**src/verilog/ascp_pkg.sv**
```systemverilog
package ascp_pkg;
   // register byte offsets on the wishbone bus
   localparam logic [7:0] ASCP_OFS_MODE = 8'h00;
   localparam logic [7:0] ASCP_OFS_DIV = 8'h04;
   localparam logic [7:0] ASCP_OFS_CTRL = 8'h08;
   localparam logic [7:0] ASCP_OFS_TXDATA = 8'h0c;
   localparam logic [7:0] ASCP_OFS_STATUS = 8'h10;
   localparam logic [7:0] ASCP_OFS_RXDATA = 8'h14;
   // serial_frame_mode fields
   localparam int ASCP_MODE_CHR = 6;
   localparam int ASCP_MODE_PE = 5;
   localparam int ASCP_MODE_ODD = 4;
   localparam int ASCP_MODE_STOP = 3;
   localparam int ASCP_MODE_MP = 2;
   localparam int ASCP_MODE_CKS_HI = 1;
   localparam int ASCP_MODE_CKS_LO = 0;
   // serial_ctrl_reg fields
   localparam int ASCP_CTRL_TE = 5;
   localparam int ASCP_CTRL_RE = 4;
   localparam int ASCP_CTRL_MPBT = 0;
   // serial_status_reg fields
   localparam int ASCP_ST_TX_BUFFER_EMPTY = 7;
   localparam int ASCP_ST_RX_BUFFER_FULL = 6;
   localparam int ASCP_ST_OVERRUN_ERR_FLAG = 5;
   localparam int ASCP_ST_FER = 4;
   localparam int ASCP_ST_PER = 3;
   localparam int ASCP_ST_TEND = 2;
   localparam int ASCP_ST_MPB = 1;
   localparam int ASCP_ST_BRK = 0;
   // reset values
   localparam logic [7:0] ASCP_MODE_RST = 8'h00;
   localparam logic [7:0] ASCP_DIV_RST = 8'hff;
   localparam logic [7:0] ASCP_CTRL_RST = 8'h00;
   // 16 sample ticks per bit, sample on the eighth
   localparam logic [3:0] ASCP_SUB_SAMPLE = 4'h7;
   localparam logic [3:0] ASCP_SUB_LAST = 4'hf;
   localparam logic [6:0] ASCP_PRE_DIV1 = 7'h00;
   localparam logic [6:0] ASCP_PRE_DIV4 = 7'h03;
   localparam logic [6:0] ASCP_PRE_DIV16 = 7'h0f;
   localparam logic [6:0] ASCP_PRE_DIV64 = 7'h3f;

   typedef enum logic [2:0] {
      ASCP_IDLE = 3'b000,
      ASCP_START = 3'b001,
      ASCP_DATA = 3'b010,
      ASCP_PAR = 3'b011,
      ASCP_STOP = 3'b100
   } ascp_bit_st_t;

   typedef struct packed {
      logic cyc;
      logic stb;
      logic we;
      logic [7:0] adr;
      logic [3:0] sel;
      logic [31:0] dat;
   } ascp_wb_req_t;
endpackage

```
**src/verilog/ascp_core.sv**
```systemverilog
`timescale 1ns/1ns
// Overview of operation
// - mode bit 6 clear gives eight data bits, set gives seven.
// - without multiprocessor format, mode bit 5 adds one parity bit after data.
// - mode bit 3 selects one or two stop bits in every format.
// - sixteen formats; multiprocessor flag takes the parity slot, parity enable ignored.
// - frame is low start, data lsb first, optional parity or flag, high stops.
// - line idles high; a fall to low starts a character.
// - receiver aligns bit timing on each start bit falling edge.
// - receiver samples at sixteen times bit rate, latching on eighth pulse.
// - transmit and receive paths run independently, full duplex.
// - each direction has a holding and a shift register for back-to-back characters.
// - receiver flags framing, parity, overrun errors and line break separately.
// - all bit timing comes from the internal baud generator only.
// - clearing transmit enable sets buffer empty and resets transmit shifter.
// - clearing receive enable keeps buffer full, error flags and receive buffer.
// - baud generator divides its input by divisor plus one.
// - prescale select picks system clock divided by 1, 4, 16 or 64.
// - with two stop bits only the first is checked for framing.
// - character completing while buffer full raises overrun and is not stored.
module ascp_core (
   input wire logic clk,
   input wire logic rst_b,
   input wire ascp_pkg::ascp_wb_req_t wb_req,
   output logic [31:0] wb_dat_o,
   output logic wb_ack_o,
   input wire logic rxd,
   output logic txd
);
   import ascp_pkg::*;

   typedef struct packed {
      logic rx_s1;
      logic rx_s2;
      logic rx_prev;
      logic [6:0] pre_cnt;
      logic [7:0] brg_cnt;
      logic half;
      logic tick;
      logic [7:0] mode;
      logic [7:0] divisor;
      logic [7:0] ctrl;
      logic [7:0] tx_hold;
      logic [7:0] rx_buf;
      logic tx_buffer_empty;
      logic tend;
      logic rx_buffer_full;
      logic overrun_err_flag;
      logic framing_err_flag;
      logic parity_err_flag;
      logic mpb_rx;
      ascp_bit_st_t tx_st;
      logic [3:0] tx_sub;
      logic [2:0] tx_idx;
      logic [7:0] tx_shift;
      logic tx_mpb;
      logic tx_stop2;
      logic txd;
      ascp_bit_st_t rx_st;
      logic [3:0] rx_sub;
      logic [2:0] rx_idx;
      logic [7:0] rx_shift;
      logic rx_parbit;
      logic ack;
      logic [31:0] dat;
   } ascp_state_t;

   localparam ascp_state_t ASCP_STATE_RST = '{
      rx_s1: 1'b1, rx_s2: 1'b1, rx_prev: 1'b1, pre_cnt: 7'h00, brg_cnt: 8'h00, half: 1'b0,
      tick: 1'b0, mode: ASCP_MODE_RST, divisor: ASCP_DIV_RST, ctrl: ASCP_CTRL_RST,
      tx_hold: 8'h00, rx_buf: 8'h00, tx_buffer_empty: 1'b1, tend: 1'b1, rx_buffer_full: 1'b0, overrun_err_flag: 1'b0,
      framing_err_flag: 1'b0, parity_err_flag: 1'b0, mpb_rx: 1'b0, tx_st: ASCP_IDLE, tx_sub: 4'h0, tx_idx: 3'h0,
      tx_shift: 8'h00, tx_mpb: 1'b0, tx_stop2: 1'b0, txd: 1'b1, rx_st: ASCP_IDLE,
      rx_sub: 4'h0, rx_idx: 3'h0, rx_shift: 8'h00, rx_parbit: 1'b0, ack: 1'b0, dat: 32'h0};

   ascp_state_t s_reg;
   ascp_state_t s_next;

   // prescaler terminal count for the selected input clock
   function automatic logic [6:0] pre_limit(input logic [1:0] sel);
      if (sel == 2'b00) begin
         return ASCP_PRE_DIV1;
      end else if (sel == 2'b01) begin
         return ASCP_PRE_DIV4;
      end else if (sel == 2'b10) begin
         return ASCP_PRE_DIV16;
      end else begin
         return ASCP_PRE_DIV64;
      end
   endfunction

   // data bits of a character, masked to the selected length
   function automatic logic [7:0] char_data(input logic [7:0] d, input logic chr7);
      return chr7 ? (d & 8'h7f) : d;
   endfunction

   logic chr7;
   logic par_slot;
   logic [2:0] last_idx;
   logic wr_cyc;
   logic err_any;
   logic rx_fall;

   assign chr7 = s_reg.mode[ASCP_MODE_CHR];
   // parity slot present when multiprocessor or parity enabled
   assign par_slot = s_reg.mode[ASCP_MODE_MP] | s_reg.mode[ASCP_MODE_PE];
   assign last_idx = chr7 ? 3'h6 : 3'h7;
   // write takes effect at the edge where the master sees ack
   assign wr_cyc = wb_req.cyc & wb_req.stb & wb_req.we & s_reg.ack & wb_req.sel[0];
   assign err_any = s_reg.overrun_err_flag | s_reg.framing_err_flag | s_reg.parity_err_flag;
   // start edge on the synchronised line only
   assign rx_fall = s_reg.rx_prev & ~s_reg.rx_s2;

   always_comb begin
      s_next = s_reg;
      s_next.tick = 1'b0;
      s_next.rx_s1 = rxd;
      s_next.rx_s2 = s_reg.rx_s1;
      s_next.rx_prev = s_reg.rx_s2;

      if (s_reg.pre_cnt >= pre_limit({s_reg.mode[ASCP_MODE_CKS_HI], s_reg.mode[ASCP_MODE_CKS_LO]})) begin
         s_next.pre_cnt = 7'h00;
         // divide by divisor plus one, then by two for the 16x tick
         if (s_reg.brg_cnt >= s_reg.divisor) begin
            s_next.brg_cnt = 8'h00;
            s_next.half = ~s_reg.half;
            s_next.tick = s_reg.half;
         end else begin
            s_next.brg_cnt = s_reg.brg_cnt + 8'h01;
         end
      end else begin
         s_next.pre_cnt = s_reg.pre_cnt + 7'h01;
      end
      // bus side: answer one cycle after the request, drop ack after one cycle
      s_next.ack = wb_req.cyc & wb_req.stb & ~s_reg.ack;
      if (wb_req.cyc & wb_req.stb & ~s_reg.ack) begin
         if (wb_req.adr == ASCP_OFS_MODE) begin
            s_next.dat = {24'h0, s_reg.mode};
         end else if (wb_req.adr == ASCP_OFS_DIV) begin
            s_next.dat = {24'h0, s_reg.divisor};
         end else if (wb_req.adr == ASCP_OFS_CTRL) begin
            s_next.dat = {24'h0, s_reg.ctrl};
         end else if (wb_req.adr == ASCP_OFS_TXDATA) begin
            s_next.dat = {24'h0, s_reg.tx_hold};
         end else if (wb_req.adr == ASCP_OFS_STATUS) begin
            // break shows while framing error stands and line is low
            s_next.dat = {24'h0, s_reg.tx_buffer_empty, s_reg.rx_buffer_full, s_reg.overrun_err_flag, s_reg.framing_err_flag, s_reg.parity_err_flag,
                          s_reg.tend, s_reg.mpb_rx, s_reg.framing_err_flag & ~s_reg.rx_s2};
         end else if (wb_req.adr == ASCP_OFS_RXDATA) begin
            s_next.dat = {24'h0, s_reg.rx_buf};
         end else begin
            s_next.dat = 32'h0;
         end
      end
      // clears come first so that a hardware set in the same cycle wins
      if (wr_cyc) begin
         if (wb_req.adr == ASCP_OFS_MODE) begin
            s_next.mode = wb_req.dat[7:0];
         end else if (wb_req.adr == ASCP_OFS_DIV) begin
            s_next.divisor = wb_req.dat[7:0];
         end else if (wb_req.adr == ASCP_OFS_CTRL) begin
            s_next.ctrl = wb_req.dat[7:0];
         end else if (wb_req.adr == ASCP_OFS_TXDATA) begin
            s_next.tx_hold = wb_req.dat[7:0];
            s_next.tx_buffer_empty = 1'b0;
            s_next.tend = 1'b0;
         end else if (wb_req.adr == ASCP_OFS_STATUS) begin
            s_next.rx_buffer_full = s_reg.rx_buffer_full & wb_req.dat[ASCP_ST_RX_BUFFER_FULL];
            s_next.overrun_err_flag = s_reg.overrun_err_flag & wb_req.dat[ASCP_ST_OVERRUN_ERR_FLAG];
            s_next.framing_err_flag = s_reg.framing_err_flag & wb_req.dat[ASCP_ST_FER];
            s_next.parity_err_flag = s_reg.parity_err_flag & wb_req.dat[ASCP_ST_PER];
         end
      end
      // transmitter runs on its own state
      if (!s_reg.ctrl[ASCP_CTRL_TE]) begin
         // disabled transmitter: buffer empty, shifter reset
         s_next.tx_st = ASCP_IDLE;
         s_next.tx_buffer_empty = 1'b1;
         s_next.tx_shift = 8'h00;
         s_next.tx_sub = 4'h0;
      end else if (s_reg.tx_st == ASCP_IDLE) begin
         if (!s_next.tx_buffer_empty) begin
            // holding register moves to the shifter
            s_next.tx_shift = s_next.tx_hold;
            s_next.tx_mpb = s_reg.ctrl[ASCP_CTRL_MPBT];
            s_next.tx_buffer_empty = 1'b1;
            s_next.tx_st = ASCP_START;
            s_next.tx_sub = 4'h0;
         end
      end else if (s_reg.tick) begin
         s_next.tx_sub = s_reg.tx_sub + 4'h1;
         if (s_reg.tx_sub == ASCP_SUB_LAST) begin
            case (s_reg.tx_st)
               ASCP_START: begin
                  s_next.tx_st = ASCP_DATA;
                  s_next.tx_idx = 3'h0;
               end
               ASCP_DATA: begin
                  if (s_reg.tx_idx == last_idx) begin
                     s_next.tx_st = par_slot ? ASCP_PAR : ASCP_STOP;
                     s_next.tx_stop2 = 1'b0;
                  end else begin
                     s_next.tx_idx = s_reg.tx_idx + 3'h1;
                  end
               end
               ASCP_PAR: begin
                  s_next.tx_st = ASCP_STOP;
                  s_next.tx_stop2 = 1'b0;
               end
               default: begin
                  if (s_reg.mode[ASCP_MODE_STOP] && !s_reg.tx_stop2) begin
                     s_next.tx_stop2 = 1'b1;
                  end else if (!s_next.tx_buffer_empty) begin
                     s_next.tx_shift = s_next.tx_hold;
                     s_next.tx_mpb = s_reg.ctrl[ASCP_CTRL_MPBT];
                     s_next.tx_buffer_empty = 1'b1;
                     s_next.tx_st = ASCP_START;
                  end else begin
                     s_next.tx_st = ASCP_IDLE;
                     s_next.tend = 1'b1;
                  end
               end
            endcase
         end
      end
      // line level from the transmit state
      case (s_next.tx_st)
         ASCP_START: s_next.txd = 1'b0;
         ASCP_DATA: s_next.txd = s_next.tx_shift[s_next.tx_idx];
         // flag bit replaces parity; polarity over data bits only
         ASCP_PAR: s_next.txd = s_reg.mode[ASCP_MODE_MP] ? s_next.tx_mpb :
                                (^char_data(s_next.tx_shift, chr7)) ^ s_reg.mode[ASCP_MODE_ODD];
         default: s_next.txd = 1'b1;
      endcase
      // receiver; disabling touches no flag or buffer
      if (!s_reg.ctrl[ASCP_CTRL_RE]) begin
         s_next.rx_st = ASCP_IDLE;
      end else if (s_reg.rx_st == ASCP_IDLE) begin
         // a stuck error flag holds the receiver off until cleared
         if (rx_fall && !err_any) begin
            s_next.rx_st = ASCP_START;
            s_next.rx_sub = 4'h0;
            s_next.rx_shift = 8'h00;
         end
      end else if (s_reg.tick) begin
         s_next.rx_sub = s_reg.rx_sub + 4'h1;
         case (s_reg.rx_st)
            ASCP_START: begin
               // eighth pulse; a short glitch is not a start bit
               if (s_reg.rx_sub == ASCP_SUB_SAMPLE && s_reg.rx_s2) begin
                  s_next.rx_st = ASCP_IDLE;
               end else if (s_reg.rx_sub == ASCP_SUB_LAST) begin
                  s_next.rx_st = ASCP_DATA;
                  s_next.rx_idx = 3'h0;
               end
            end
            ASCP_DATA: begin
               if (s_reg.rx_sub == ASCP_SUB_SAMPLE) begin
                  s_next.rx_shift[s_reg.rx_idx] = s_reg.rx_s2;
               end else if (s_reg.rx_sub == ASCP_SUB_LAST) begin
                  if (s_reg.rx_idx == last_idx) begin
                     s_next.rx_st = par_slot ? ASCP_PAR : ASCP_STOP;
                  end else begin
                     s_next.rx_idx = s_reg.rx_idx + 3'h1;
                  end
               end
            end
            ASCP_PAR: begin
               if (s_reg.rx_sub == ASCP_SUB_SAMPLE) begin
                  s_next.rx_parbit = s_reg.rx_s2;
               end else if (s_reg.rx_sub == ASCP_SUB_LAST) begin
                  s_next.rx_st = ASCP_STOP;
               end
            end
            default: begin
               // only the first stop bit is checked
               if (s_reg.rx_sub == ASCP_SUB_SAMPLE) begin
                  s_next.rx_st = ASCP_IDLE;
                  if (s_reg.rx_buffer_full) begin
                     s_next.overrun_err_flag = 1'b1;
                  end else begin
                     s_next.rx_buf = char_data(s_reg.rx_shift, chr7);
                     s_next.rx_buffer_full = 1'b1;
                     s_next.framing_err_flag = s_next.framing_err_flag | ~s_reg.rx_s2;
                     s_next.parity_err_flag = s_next.parity_err_flag | (s_reg.mode[ASCP_MODE_PE] & ~s_reg.mode[ASCP_MODE_MP] &
                        (s_reg.rx_parbit != ((^char_data(s_reg.rx_shift, chr7)) ^ s_reg.mode[ASCP_MODE_ODD])));
                     s_next.mpb_rx = s_reg.mode[ASCP_MODE_MP] & s_reg.rx_parbit;
                  end
               end
            end
         endcase
      end
   end

   always_ff @(posedge clk or negedge rst_b) begin
      if (!rst_b) begin
         s_reg <= ASCP_STATE_RST;
      end else begin
         s_reg <= s_next;
      end
   end

   assign wb_dat_o = s_reg.dat;
   assign wb_ack_o = s_reg.ack;
   assign txd = s_reg.txd;
endmodule

```
**config.mk**
```make
export PLATFORM = sky130hd
export DESIGN_NAME = ascp_core
export DESIGN_NICKNAME = d
export VERILOG_FILES = /design/src/verilog/ascp_pkg.sv /design/src/verilog/ascp_core.sv
export SDC_FILE = /design/constraint.sdc
export NUM_CORES = 1
export LEC_CHECK = 0
export ABC_AREA = 1
export BUFFER_PORTS_ARGS = -buffer_cell sky130_fd_sc_hd__buf_4
export CAP_MARGIN = 20
export CORE_MARGIN = 2
export CORE_UTILIZATION = 27
export CTS_BUF_LIST = sky130_fd_sc_hd__clkbuf_8
export CTS_CLUSTER_SIZE = 14
export DETAILED_ROUTE_END_ITERATION = 10
export PLACE_DENSITY = 0.46
export SETUP_SLACK_MARGIN = 0.02
export SLEW_MARGIN = 20
export SYNTH_ARGS = -nofsm -noshare
export SYNTH_HDL_FRONTEND = slang
export SYNTH_SLANG_ARGS = --single-unit
```
**constraint.sdc**
```tcl
create_clock -name clk -period 2.65 [get_ports clk]
set_clock_uncertainty 0.1 [all_clocks]
set_input_delay 0 -clock clk [delete_from_list [all_inputs] [get_ports clk]]
set_output_delay 0 -clock clk [all_outputs]
set_load 0.02 [all_outputs]
```
==> results.py <==
metrics = {
    "finish": {
        "nets": 971,
        "final_layout_size_suffix_gt1_share_pct": 14.9,
        "multi_input_area_um2": 2920,
        "fin_util_pct": 32.7,
        "num-fill-cells": 2558,
        "seqCellArea_um2": 2920,
        "largest_reg_flops": 103,
        "area_growth_pct": 19.9,
        "diodes": 0,
    },
    "worst_setup_path": {
        "cpMostUsedCell": "nand2_1",
        "start_kind": "flip-flop",
        "cp_cell_sequence": "ha_1 -> nand2_2 -> nor2_4 -> nand3_2 -> nand2_2 -> inv_2 -> nor2_8 -> nand2_1 -> nand3_1 -> xor2_2 -> inv_1 -> nand3_1 -> nand2_1 -> nand2_1 -> nand3_1 -> nand2_1 -> nand2_1 -> nand2_1",
        "arrival_ns": 2.68,
        "crit_family": "simple AND/OR/NAND/NOR gates",
        "worstSetupPathType": "reg -> reg",
        "crit_buf_inv": 2,
        "cp_slowest_stage_delay_ns": 0.37,
        "required_ns": 2.94,
        "endpoint_kind": "flip-flop",
        "cp_max_fo": 10,
        "cp_slowest_cell": "dfrtp_1",
    },
    "die": {
        "die_width_um": 160,
        "start_util_pct": 27.3,
        "dieArea_um2": 25500,
        "row_count": 57,
        "io_pins": 84,
        "die_height_um": 160,
        "core_um2": 24000,
    },
    "detailed_routing": {
        "drt-initial-drc-count": 402,
        "wire_per_inst_um": 13.7,
        "drc": 0,
        "ant_nets": 0,
        "num_vias": 5406,
        "vias_per_cell": 4.37,
        "drtPass1Iterations": 5,
        "totalWireLength_um": 17000,
    },
    "synth": {
        "synth_area_per_cell_um2": 7.90,
        "synth.area.top_cells": "dfrtp_1 39%, nand2_1 9.8%, inv_1 8.3%",
        "syn_area_um2": 6550,
        "synth_warnings": 0,
        "dominantRegCellSynth": "dfrtp_1",
        "syn-instance-count": 829,
        "ys_ff_latch": 116,
        "synth.top_cell.area_share_pct": 39.0,
        "yosysSeqAreaShare_pct": 44.6,
        "synth_area_leader_cell": "dfrtp_1",
        "synth-edff-count": 0,
        "post-synth-top-count-cell": "nand2_1",
        "postSynth.asyncResetShare_pct": 100,
        "yosys.cell_types.count": 49,
        "synthTopCellsByCount": "171 x nand2_1, 145 x inv_1, 102 x dfrtp_1",
    },
    "global_routing": {
        "grt_max_degree": 55,
        "antenna_found_initial": 0,
        "grt_pass1_vias": 5284,
        "grt_pass1_wl_um": 28300,
        "gr-usage-all-layers_pct": 14.0,
        "grt.overflow.total": 0,
    },
    "timing": {
        "maxSlewViolCount": 0,
        "rsz0062_at_grt": "no",
        "max_slew_margin_pct": 48.4,
        "fmax_mhz": 417,
        "finalHoldViolCount": 0,
        "final.period_utilization_pct": 90.4,
        "finalSetupViolations": 0,
        "fin_setup_tns_ns": 0,
        "tightest_slew_ns": 0.768,
        "min_period_ns": 2.40,
    },
    "clocking": {
        "clkLatencyLatePin_ns": 0.44,
        "clockRootBuffer": "clkbuf_8",
        "cts_buffers": 17,
        "clk_transition_reported_paths_ns": 0.07,
        "clock_path_buffers": 2,
        "clock-sinks": 116,
        "cts_max_level": 4,
        "cts_tree": "yes",
    },
    "pwr": {
        "peakVddDrop_v": 0.000270,
        "powerDensity_nw_per_um2": 498,
        "leakage_nw": 3.69,
        "total_power_mw": 3.91,
    },
    "job": {
        "max_cap_viol_count": 0,
    },
    "worst_hold_path": {
        "hold_class": "in -> reg",
    },
    "placed_design": {
        "gp_congestion": 0.826,
        "portBuffers": 32,
        "place_hpwl_um": 12600,
    },
    "status": {
        "status": "finished, final reports clean",
    },
}
[stage by stage]
step	area [um2]	std cells	hold WS (ns)	worst slack, ns
after global placement	7160	1186	0.0110	0.232
after CTS	7800	1237	0.00994	0.199
after detailed placement	7160	1186	0.0130	0.221
final	7850	1238	0.0455	0.255
after global routing	7850	1238	0.0818	0.00636
after floorplan	6640	852	-0.396	0.500
[cell usage in the layout (no fill, tap or decap), types with 6 or more instances in the layout]
cell	instances
nand2_1	170
inv_1	146
dfrtp_1	102
o21ai_0	82
buf_4	50
nor2_1	49
nand3_1	36
a21oi_1	24
conb_1	24
clkbuf_8	22
ha_1	20
dlygate4sd3_1	19
nor3_1	18
nand4_1	17
dfstp_2	14
o22ai_1	10
o21ai_1	9
xor2_1	9
nor2_2	7
nand2_2	7
nand3_2	6
xnor2_1	6
[final cells by class]
cell class,count,share of cell area [%]
clock inverter,10,1.93
timing repair buffer,70,7.46
multi-input combinational,546,37.2
inverter,150,7.17
sequential,116,37.2
tap,324,5.16
clock buffer,22,3.86
[worst reg2reg max path, stage by stage (launching register included)]
cell and delay (ns):
dfrtp_1 0.37, ha_1 0.18, nand2_2 0.08, nor2_4 0.18, nand3_2 0.11, nand2_2 0.13
inv_2 0.08, nor2_8 0.17, nand2_1 0.09, nand3_1 0.13, xor2_2 0.20, inv_1 0.06
nand3_1 0.09, nand2_1 0.06, nand2_1 0.05, nand3_1 0.07, nand2_1 0.08, nand2_1 0.05
nand2_1 0.06
[repair_timing]
item | CTS | global route
hold endpoints to repair | 91 | 0
setup endpoints to repair | 0 | 3
hold buffers | 19 | 0
resized for setup | 0 | 10
setup buffers | 0 | 1
[kinds of logic after synthesis]
family | Yosys count | share of synthesized area [%]
and+or+nand+nor | 328 | 22.7
buffers and inverters | 190 | 12.9
AOI/OAI and AO/OA | 155 | 13.4
DFF | 116 | 44.6
adders and majority gates | 20 | 3.82
xor gates and xnor gates | 16 | 2.14
muxes | 3 | 0.497
other | 1 | 0.0572
[layer usage]
| layer | up-vias | share of wire (%) | global-route usage (%) | wire [um] |
|---|---|---|---|---|
| met5 | - | 0 | 0 | 0 |
| met3 | 17 | 3.6 | 2.47 | 607 |
| met4 | 0 | 1.2 | 4.22 | 210 |
| met1 | 2512 | 51 | 19.4 | 8600 |
| met2 | 97 | 45 | 22.2 | 7590 |
| li1 | 2780 | - | - | - |
[where the power goes]
group	leakage (nW)	internal, mW	total (mW)	switching, mW
logic	1.97	0.0796	0.225	0.146
clock network	0.236	1.14	1.88	0.734
registers	1.49	1.79	1.81	0.0139
total	3.69	3.01	3.91	0.894
[final timing paths]
check | startpoint | endpoint | slack [ns] | cells past startpoint
setup reg to reg | s_reg[66] | txd | 0.25 | 18
hold reg to reg | s_next[138] | s_next[137] | 0.27 | 0
max in group asynchronous | rst_b | s_reg[106] | 1.54 | 3
min in group asynchronous | rst_b | s_reg[48] | 0.07 | 2
hold / removal | wb_req[42] | s_reg[93] | 0.05 | 7
setup / recovery | s_reg[66] | txd | 0.25 | 18
(Power assumes the default switching activity.)
